[src/hdl/iopau_pkg.sv]
// Purpose: shared constants of the i/o port access unit and its decoder end
// Assumes: 32-bit data path, four byte lanes, 16-bit i/o port numbers
// Notes: command encoding is shared by both ends of the bus
package iopau_pkg;
    // ************************************************************
    // transfer sizes and lanes
    // ************************************************************
    localparam logic [1:0] SIZE_BYTE = 2'h0;
    localparam logic [1:0] SIZE_WORD = 2'h1;
    localparam logic [1:0] SIZE_DWORD = 2'h2;
    localparam int LANES = 4;
    localparam int DATA_W = 32;
    localparam logic [3:0] MASK_BYTE = 4'h1;
    localparam logic [3:0] MASK_WORD = 4'h3;
    localparam logic [3:0] MASK_DWORD = 4'hf;
    // ************************************************************
    // i/o address space
    // ************************************************************
    localparam int IO_ADDR_W = 16;
    localparam logic [15:0] IO_PORT_MAX = 16'hffff;
    localparam logic [15:0] IO_RSVD_LO = 16'h00f8;
    localparam logic [15:0] IO_RSVD_HI = 16'h00ff;
    // ************************************************************
    // request command lines of the newer bus: bit 1 i/o, bit 0 write
    // ************************************************************
    localparam logic [1:0] CMD_MEM_RD = 2'h0;
    localparam logic [1:0] CMD_MEM_WR = 2'h1;
    localparam logic [1:0] CMD_IO_RD = 2'h2;
    localparam logic [1:0] CMD_IO_WR = 2'h3;
    localparam int CMD_IO_BIT = 1;
    // memory/io select level of the older bus
    localparam logic SEL_MEM = 1'b1;
    localparam logic SEL_IO = 1'b0;
endpackage : iopau_pkg

[src/hdl/iopau_if.sv]
// Purpose: processor bus between the port access unit and the external decoder
// Assumes: one clock, both ends on sys_clk
// Notes: request held until the one-cycle ready
`timescale 1ns/10ps
`default_nettype none
interface iopau_if;
    logic busReq;
    logic [31:0] busAddr;
    logic [3:0] busByteEn;
    logic busMemIo;
    logic [1:0] busCmd;
    logic [31:0] busWdata;
    logic [31:0] busRdata;
    logic busReady;
    logic busParityErr;
    logic cacheEnableIn_n;
    // processor end
    modport devEnd (output busReq, busAddr, busByteEn, busMemIo, busCmd, busWdata,
                    input busRdata, busReady, busParityErr, cacheEnableIn_n);
    // decoder and ports end
    modport hostEnd (input busReq, busAddr, busByteEn, busMemIo, busCmd, busWdata,
                     output busRdata, busReady, busParityErr, cacheEnableIn_n);
endinterface : iopau_if
`default_nettype wire

[src/hdl/iopau_device.sv]
// Purpose: processor side port access unit: turns core accesses into bus cycles
// Assumes: core holds a request until taken and waits for the response
// Notes: older bus write direction travels only on the command lines;
//        on the older variant the decoder ties its write flag accWrite low
//
// Overview of operation
// - separate 64K byte i/o space, ports 0..FFFFH
// - no ports at 0F8H..0FFH
// - older bus: select high memory, low i/o
// - newer bus: command lines mark memory or i/o
// - decoder selects ports on i/o cycles
// - port data on data lines, number on address
// - 8, 16, 32 bit transfers over byte ports
// - aligned wide accesses take one bus cycle
// - unaligned accesses take extra bus cycles
// - order of split cycles is not guaranteed
// - i/o write completes before next instruction
// - parity errors on i/o never masked
// - memory instructions reach memory mapped ports
// - memory mapped i/o kept uncached
// - older bus: inactive cache enable blocks caching
// - decoder drives cache enable inactive where needed
// - page cache disable flag blocks caching
`timescale 1ns/10ps
`default_nettype none
module iopau_device #(
    parameter bit NEW_BUS = 1'b1,
    parameter int ADDR_W = 32
) (
    input wire logic sys_clk,
    input wire logic arst_n,
    input wire logic clkEn,
    input wire logic reqValid,
    output logic reqReady,
    input wire logic reqIsIo,
    input wire logic reqWrite,
    input wire logic [ADDR_W-1:0] reqAddr,
    input wire logic [1:0] reqSize,
    input wire logic [31:0] reqWdata,
    input wire logic reqPageCacheDisable,
    input wire logic reqUncacheableType,
    input wire logic parityMaskEn,
    output logic rspValid,
    output logic [31:0] rspRdata,
    output logic rspParityErr,
    output logic rspCacheable,
    iopau_if.devEnd bus
);
    import iopau_pkg::*;

    typedef enum logic [2:0] {
        ST_IDLE = 3'b001,
        ST_BUS = 3'b010,
        ST_DONE = 3'b100
    } iopau_state_e;

    iopau_state_e state_reg;
    iopau_state_e state_next;
    logic [ADDR_W-1:0] addr_reg;
    logic isIo_reg;
    logic write_reg;
    logic [1:0] size_reg;
    logic unaligned_reg;
    logic [1:0] idx_reg;
    logic [31:0] wdata_reg;
    logic [31:0] rdata_reg;
    logic parity_reg;
    logic cache_reg;
    logic [1:0] lane;
    logic [1:0] lastIdx;
    logic [3:0] sizeMask;
    logic reqAligned;
    logic take;
    logic lastCycle;
    logic [31:0] laneShifted;
    logic [31:0] rdShifted;

    // ************************************************************
    // parameter checks
    // ************************************************************
    generate
        if (ADDR_W < IO_ADDR_W + 1 || ADDR_W > 32) begin : g_bad_addr
            $error("address width must lie between 17 and 32");
        end
    endgenerate

    // ************************************************************
    // request decode
    // ************************************************************
    // size to lane mask; a wide port is consecutive byte ports
    always_comb begin
        case (size_reg)
            SIZE_BYTE: sizeMask = MASK_BYTE;
            SIZE_WORD: sizeMask = MASK_WORD;
            default: sizeMask = MASK_DWORD;
        endcase
    end

    // natural alignment of the incoming request
    always_comb begin
        case (reqSize)
            SIZE_BYTE: reqAligned = 1'b1;
            SIZE_WORD: reqAligned = ~reqAddr[0];
            default: reqAligned = (reqAddr[1:0] == 2'h0);
        endcase
    end

    assign take = reqValid & reqReady;
    assign reqReady = (state_reg == ST_IDLE) & clkEn;
    assign lane = addr_reg[1:0];
    assign lastIdx = 2'((1 << size_reg) - 1);
    // aligned cycles finish at once; split ones after the last byte
    assign lastCycle = ~unaligned_reg | (idx_reg == lastIdx);

    // ************************************************************
    // state machine
    // ************************************************************
    // response waits for the last bus ready, so an i/o write is done
    // before the core may issue its next instruction
    always_comb begin
        case (state_reg)
            ST_IDLE: state_next = take ? ST_BUS : ST_IDLE;
            ST_BUS: state_next = (bus.busReady && lastCycle) ? ST_DONE : ST_BUS;
            ST_DONE: state_next = ST_IDLE;
            default: state_next = ST_IDLE;
        endcase
    end

    always_ff @(posedge sys_clk or negedge arst_n) begin
        if (!arst_n) begin
            state_reg <= ST_IDLE;
        end else if (clkEn) begin
            state_reg <= state_next;
        end
    end

    // ************************************************************
    // transfer bookkeeping
    // ************************************************************
    // split cycles go low byte first; callers must not count on that
    always_ff @(posedge sys_clk or negedge arst_n) begin
        if (!arst_n) begin
            addr_reg <= '0;
            isIo_reg <= 1'b0;
            write_reg <= 1'b0;
            size_reg <= SIZE_BYTE;
            unaligned_reg <= 1'b0;
            idx_reg <= 2'h0;
            wdata_reg <= 32'h0000_0000;
        end else if (clkEn) begin
            if (take) begin
                // i/o port numbers wrap inside the 64K space
                addr_reg <= reqIsIo ? ADDR_W'(reqAddr[IO_ADDR_W-1:0]) : reqAddr;
                isIo_reg <= reqIsIo;
                write_reg <= reqWrite;
                size_reg <= reqSize;
                unaligned_reg <= ~reqAligned;
                idx_reg <= 2'h0;
                wdata_reg <= reqWdata;
            end else if (state_reg == ST_BUS && bus.busReady && !lastCycle) begin
                idx_reg <= idx_reg + 2'h1;
                addr_reg <= isIo_reg ? ADDR_W'(16'(addr_reg[IO_ADDR_W-1:0] + 16'h0001)) : addr_reg + ADDR_W'(1);
            end
        end
    end

    // ************************************************************
    // read data, parity and cacheability collection
    // ************************************************************
    assign rdShifted = bus.busRdata >> {lane, 3'b000};

    always_ff @(posedge sys_clk or negedge arst_n) begin
        if (!arst_n) begin
            rdata_reg <= 32'h0000_0000;
            parity_reg <= 1'b0;
            cache_reg <= 1'b0;
        end else if (clkEn) begin
            if (take) begin
                rdata_reg <= 32'h0000_0000;
                parity_reg <= 1'b0;
                // i/o is never cached; page flag, or range type on the newer bus, blocks memory
                cache_reg <= ~reqIsIo & ~reqPageCacheDisable & (~NEW_BUS | ~reqUncacheableType);
            end else if (state_reg == ST_BUS && bus.busReady) begin
                if (unaligned_reg) begin
                    rdata_reg[idx_reg*8 +: 8] <= rdShifted[7:0];
                end else begin
                    rdata_reg <= rdShifted & {{8{sizeMask[3]}}, {8{sizeMask[2]}}, {8{sizeMask[1]}}, {8{sizeMask[0]}}};
                end
                // the mask enable covers memory cycles only
                parity_reg <= parity_reg | (bus.busParityErr & (isIo_reg | ~parityMaskEn));
                if (!NEW_BUS && bus.cacheEnableIn_n) begin
                    cache_reg <= 1'b0;
                end
            end
        end
    end

    // ************************************************************
    // bus drive
    // ************************************************************
    // size mask shifted to the byte offset; split cycles carry a single lane
    assign bus.busByteEn = (state_reg != ST_BUS) ? 4'h0 :
        unaligned_reg ? 4'(MASK_BYTE << lane) : 4'(sizeMask << lane);
    assign bus.busReq = (state_reg == ST_BUS);
    // port number on the address lines, dword aligned with byte enables
    assign bus.busAddr = 32'({addr_reg[ADDR_W-1:2], 2'b00});
    assign bus.busMemIo = NEW_BUS ? SEL_MEM : (isIo_reg ? SEL_IO : SEL_MEM);
    always_comb begin
        case ({isIo_reg, write_reg})
            2'b00: bus.busCmd = CMD_MEM_RD;
            2'b01: bus.busCmd = CMD_MEM_WR;
            2'b10: bus.busCmd = CMD_IO_RD;
            default: bus.busCmd = CMD_IO_WR;
        endcase
    end
    // replicating the byte lets the enables pick the lane
    assign laneShifted = wdata_reg << {lane, 3'b000};
    assign bus.busWdata = unaligned_reg ? {LANES{wdata_reg[idx_reg*8 +: 8]}} : laneShifted;

    // ************************************************************
    // response
    // ************************************************************
    assign rspValid = (state_reg == ST_DONE);
    assign rspRdata = rdata_reg;
    assign rspParityErr = parity_reg;
    assign rspCacheable = cache_reg;
endmodule : iopau_device
`default_nettype wire

[src/flat_wrapper.sv]
// flat-port wrapper written by rule: the top's interface ports become plain ports
module iopau_device_flat import iopau_pkg::*;
#(
    parameter bit NEW_BUS = 1'b1,
    parameter int ADDR_W = 32
)
  (sys_clk, arst_n, clkEn, reqValid, reqReady, reqIsIo, reqWrite, reqAddr, reqSize, reqWdata, reqPageCacheDisable, reqUncacheableType, parityMaskEn, rspValid, rspRdata, rspParityErr, rspCacheable, bus_busReq, bus_busAddr, bus_busByteEn, bus_busMemIo, bus_busCmd, bus_busWdata, bus_busRdata, bus_busReady, bus_busParityErr, bus_cacheEnableIn_n);
  iopau_if bus_i ();
  input wire logic sys_clk;
  input wire logic arst_n;
  input wire logic clkEn;
  input wire logic reqValid;
  output logic reqReady;
  input wire logic reqIsIo;
  input wire logic reqWrite;
  input wire logic [ADDR_W-1:0] reqAddr;
  input wire logic [1:0] reqSize;
  input wire logic [31:0] reqWdata;
  input wire logic reqPageCacheDisable;
  input wire logic reqUncacheableType;
  input wire logic parityMaskEn;
  output logic rspValid;
  output logic [31:0] rspRdata;
  output logic rspParityErr;
  output logic rspCacheable;
  output wire logic [$bits(bus_i.busReq)-1:0] bus_busReq;
  output wire logic [$bits(bus_i.busAddr)-1:0] bus_busAddr;
  output wire logic [$bits(bus_i.busByteEn)-1:0] bus_busByteEn;
  output wire logic [$bits(bus_i.busMemIo)-1:0] bus_busMemIo;
  output wire logic [$bits(bus_i.busCmd)-1:0] bus_busCmd;
  output wire logic [$bits(bus_i.busWdata)-1:0] bus_busWdata;
  input wire logic [$bits(bus_i.busRdata)-1:0] bus_busRdata;
  input wire logic [$bits(bus_i.busReady)-1:0] bus_busReady;
  input wire logic [$bits(bus_i.busParityErr)-1:0] bus_busParityErr;
  input wire logic [$bits(bus_i.cacheEnableIn_n)-1:0] bus_cacheEnableIn_n;
  assign bus_busReq = bus_i.busReq;
  assign bus_busAddr = bus_i.busAddr;
  assign bus_busByteEn = bus_i.busByteEn;
  assign bus_busMemIo = bus_i.busMemIo;
  assign bus_busCmd = bus_i.busCmd;
  assign bus_busWdata = bus_i.busWdata;
  assign bus_i.busRdata = bus_busRdata;
  assign bus_i.busReady = bus_busReady;
  assign bus_i.busParityErr = bus_busParityErr;
  assign bus_i.cacheEnableIn_n = bus_cacheEnableIn_n;
  iopau_device #(.NEW_BUS(NEW_BUS), .ADDR_W(ADDR_W)) u_core (.sys_clk(sys_clk), .arst_n(arst_n), .clkEn(clkEn), .reqValid(reqValid), .reqReady(reqReady), .reqIsIo(reqIsIo), .reqWrite(reqWrite), .reqAddr(reqAddr), .reqSize(reqSize), .reqWdata(reqWdata), .reqPageCacheDisable(reqPageCacheDisable), .reqUncacheableType(reqUncacheableType), .parityMaskEn(parityMaskEn), .rspValid(rspValid), .rspRdata(rspRdata), .rspParityErr(rspParityErr), .rspCacheable(rspCacheable), .bus(bus_i));
endmodule
[config.mk]
export PLATFORM = sky130hd
export DESIGN_NAME = iopau_device_flat
export DESIGN_NICKNAME = d
export VERILOG_FILES = /design/src/hdl/iopau_pkg.sv /design/src/hdl/iopau_if.sv /design/src/hdl/iopau_device.sv /design/src/flat_wrapper.sv
export SDC_FILE = /design/constraint.sdc
export NUM_CORES = 1
export LEC_CHECK = 0
export BUFFER_PORTS_ARGS = -buffer_cell sky130_fd_sc_hd__buf_2
export CAP_MARGIN = 5
export CORE_MARGIN = 2
export CORE_UTILIZATION = 40
export DETAILED_ROUTE_END_ITERATION = 8
export GPL_TIMING_DRIVEN = 0
export PLACE_DENSITY_LB_ADDON = 0.3
export SLEW_MARGIN = 20
export SYNTH_ARGS = -nofsm -noshare
export SYNTH_HDL_FRONTEND = slang
export SYNTH_SLANG_ARGS = --single-unit
[constraint.sdc]
create_clock -name sys_clk -period 2 [get_ports sys_clk]
set_input_delay 0.1 -clock sys_clk [delete_from_list [all_inputs] [get_ports sys_clk]]
set_output_delay 0.1 -clock sys_clk [all_outputs]
set_load 0.01 [all_outputs]
==> results.md <==
* Status: complete, but fails checks
* Failing checks: setup timing
* Final Hold Fails at 0
* Worst Clk Skew at 0.00773 ns
* Yosys top cell area share at 37.7%
* First-pass GRT wire length at 38000 um
* Max Used Layer: met4
* Number of diodes at 0
* Clk sinks at 108
* Leakage at 0.00501 uW
* Routed metal-1 wirelength at 10800 um
* Crit path max-delay family: compound AO/OA/AOI/OAI gates
* FF+latch count, synth at 108
* Layout Utilization at 60.4%
* Critical Path Slowest Stage Cell: a221o_2
* Crit-path max FO at 6
* Fin crit period at 2.17 ns
* Hold path depth at 3
* DR WL met3 at 2370 um
* Number of flops mapped to enable cells by yosys at 0
* Fill cells at 1505
* Startpoint Class: flop
* Synth area leaders: dfrtp_1, nand2_1, buf_4
* Pwr dens at 1430 nW/um^2
* Initial antenna violation count at 0
* Post-synthesis cell count at 831
* Clk slew on worst S/H paths at 0.07 ns
* RSZ-0062 raised after global routing: yes
* Slew @ Worst Pin at 0.817 ns
* Setup TNS at -3.12 ns
* Worst path buffer plus inverter count at 1
* Num CTS Buffers at 9
* Total Wirelength at 26100 um
* Yosys warning total at 0
* Max Clk Rate at 461 MHz
* PnR worst setup slack at -0.171 ns
* Unique masters post-synth at 68
* Vias at 7811
* Wire per inst at 18.9 um
* Final worst path period share at 109%
* Routability cong. at 0.903
* WL met2 at 12100 um
* VDD IR max at 0.982 mV
* Layout cells sized above 1 at 41.3%
* Ys async rst share at 100%
* Worst path max stage delay at 0.46 ns
* Mapped Area at 7100 um^2
* CTS tree: built
* Core area at 17400 um^2
* Die height at 137 um
* Total power at 15000 uW
* WS Path Type: reg2reg
* Clock buffer depth at 2
* Rows at 48
* Layout area overhead at 47.7%
* Root Buffer: clkbuf_16
* Worst skew pair latency at 0.35 ns
* Grt total ovfl at 0
* DRT iter0 DRCs at 751
* Worst path depth at 8
* Main synth FF type: dfrtp_1
* Syn Area/Cell at 8.55 um^2
* 1st-pass router iterations at 5
* R2R cell count at 8
* Gr usage total at 26.2%
* Vias/cell at 5.65
* Largest net degree at the start of global routing at 68
* Cell Chain, Critical Path: or2_4 > ha_4 > xnor2_4 > a221o_2 > a21oi_4 > buf_12 > a21oi_1 > o221a_1
* Endpoints failing setup at 40
* Vias in the first global route at 7151
* Starting Density at 40.9%
* Capturing element type of the critical path: flop
* Max Slew Vio Count at 0
* Worst EP required at 2.24 ns
* Yosys top cell by area: dfrtp_1
* Slew headroom at 45.5%
* Final net count at 1270
* Die X at 137 um
* Path type of the worst min-delay path: in2reg
* Final HPWL from detailed placement at 17400 um
* CP arrival at 2.41 ns
* DP Worst Slack at -0.467 ns
* Io pins at 218
* Antenna-violating nets left at 0
* Number of remaining DRC errors at 0
* Post-synthesis sequential area ratio at 38.1%
* I/O Buffers at 213
* Max cap viols at 0
* CTS H-tree lvls at 3
* Full die area at 18800 um^2
## layer usage
metal  track usage (%)  vias up
met2              42.0      447
met5                 0        -
met1              35.2     3707
li1                  -     3585
met4              9.62        0
met3              4.93       72
## tightest hold or removal path, cell delays in order
cell       delay [ns]
buf_2            0.08
a2bb2oi_1        0.05
o21ai_1          0.10
## area by class of cell
class	instances	area (um^2)	share of cell area (%)
multi-input combinational	622	4350	41.5
sequential	108	2710	25.8
timing repair buffer	310	2080	19.8
buffer	82	677	6.45
tap	225	282	2.68
clock buffer	12	256	2.45
inverter	19	92.6	0.883
clock inverter	4	47.5	0.453
## layout by cell type (no fill, tap or decap), types with 19 or more instances in the layout
cell type / count
mux2i_1: 27
nand2_1: 196
buf_2: 221
o21ai_1: 33
buf_4: 65
dfrtp_1: 105
a21oi_1: 19
nor2_1: 46
dlygate4sd3_1: 57
## report_power, final
group	leakage (uW)	switching (uW)	internal [uW]
Combinational	0.00347	5030	4290
Clock	0.000149	846	1040
Sequential	0.00140	898	2920
## path summary, 6_finish.rpt
| check | end | from | slack [ns] |
|---|---|---|---|
| worst max-delay path | u_core.addr_reg[6] | u_core.size_reg[1] | -0.17 |
| worst min-delay path | u_core.addr_reg[26] | reqAddr[26] | 0.02 |
| worst max register to register | u_core.addr_reg[6] | u_core.size_reg[1] | -0.17 |
| worst min register to register | u_core.rspRdata[22] | u_core.rspRdata[22] | 0.47 |
| max in group asynchronous | u_core.state_reg[0] | arst_n | 1.06 |
| min in group asynchronous | u_core.wdata_reg[10] | arst_n | 0.22 |
## kinds of logic (layout without fill, tap and decap cells)
family / after synthesis / in the layout / synth area share, %
compound gates: 183 / 183 / 17.1
xor+xnor: 12 / 12 / 1.48
fa+ha+maj: 8 / 8 / 1.41
buf+inv: 102 / 427 / 7.85
flops: 108 / 108 / 38.1
mux: 56 / 56 / 10.1
other cells: 2 / 3 / 0.106
simple gates: 360 / 360 / 23.8
## what timing repair did
action,4_1_cts,5_1_grt
gates cloned,1,5
gates resized for setup,91,110
buffers inserted,12,21
pin swaps,11,43
hold buffers,57,0
endpoints found under the setup margin,142,140
endpoints found under the hold margin,96,0
## cells in the mapped netlist (all sizes together) (5+ instances only)
cell type	instances
nor4	16
mux4	11
ha	8
a211oi	9
a221oi	8
nand4	13
nor3	9
a221o	5
nand2b	5
o21ai	52
nor2b	8
a22o	18
o22ai	17
xnor2	10
o31ai	7
mux2i	28
inv	18
nand3	23
clkbuf	17
mux2	17
nor2	53
dfrtp	107
a22oi	18
a31oi	6
o2bb2ai	5
a21oi	26
buf	66
nand2	208
## stage by stage
stage               std cells  hold slack [ns]  cell area, um^2
finish                   1382           0.0166            10500
global route             1382           0.0232            10500
CTS                      1356           0.0132             9820
detailed placement       1271           0.0500             8550
global placement         1270            0.292             8520
floorplan                 832           -0.196             7170
Power figures use the tool's default switching activity.
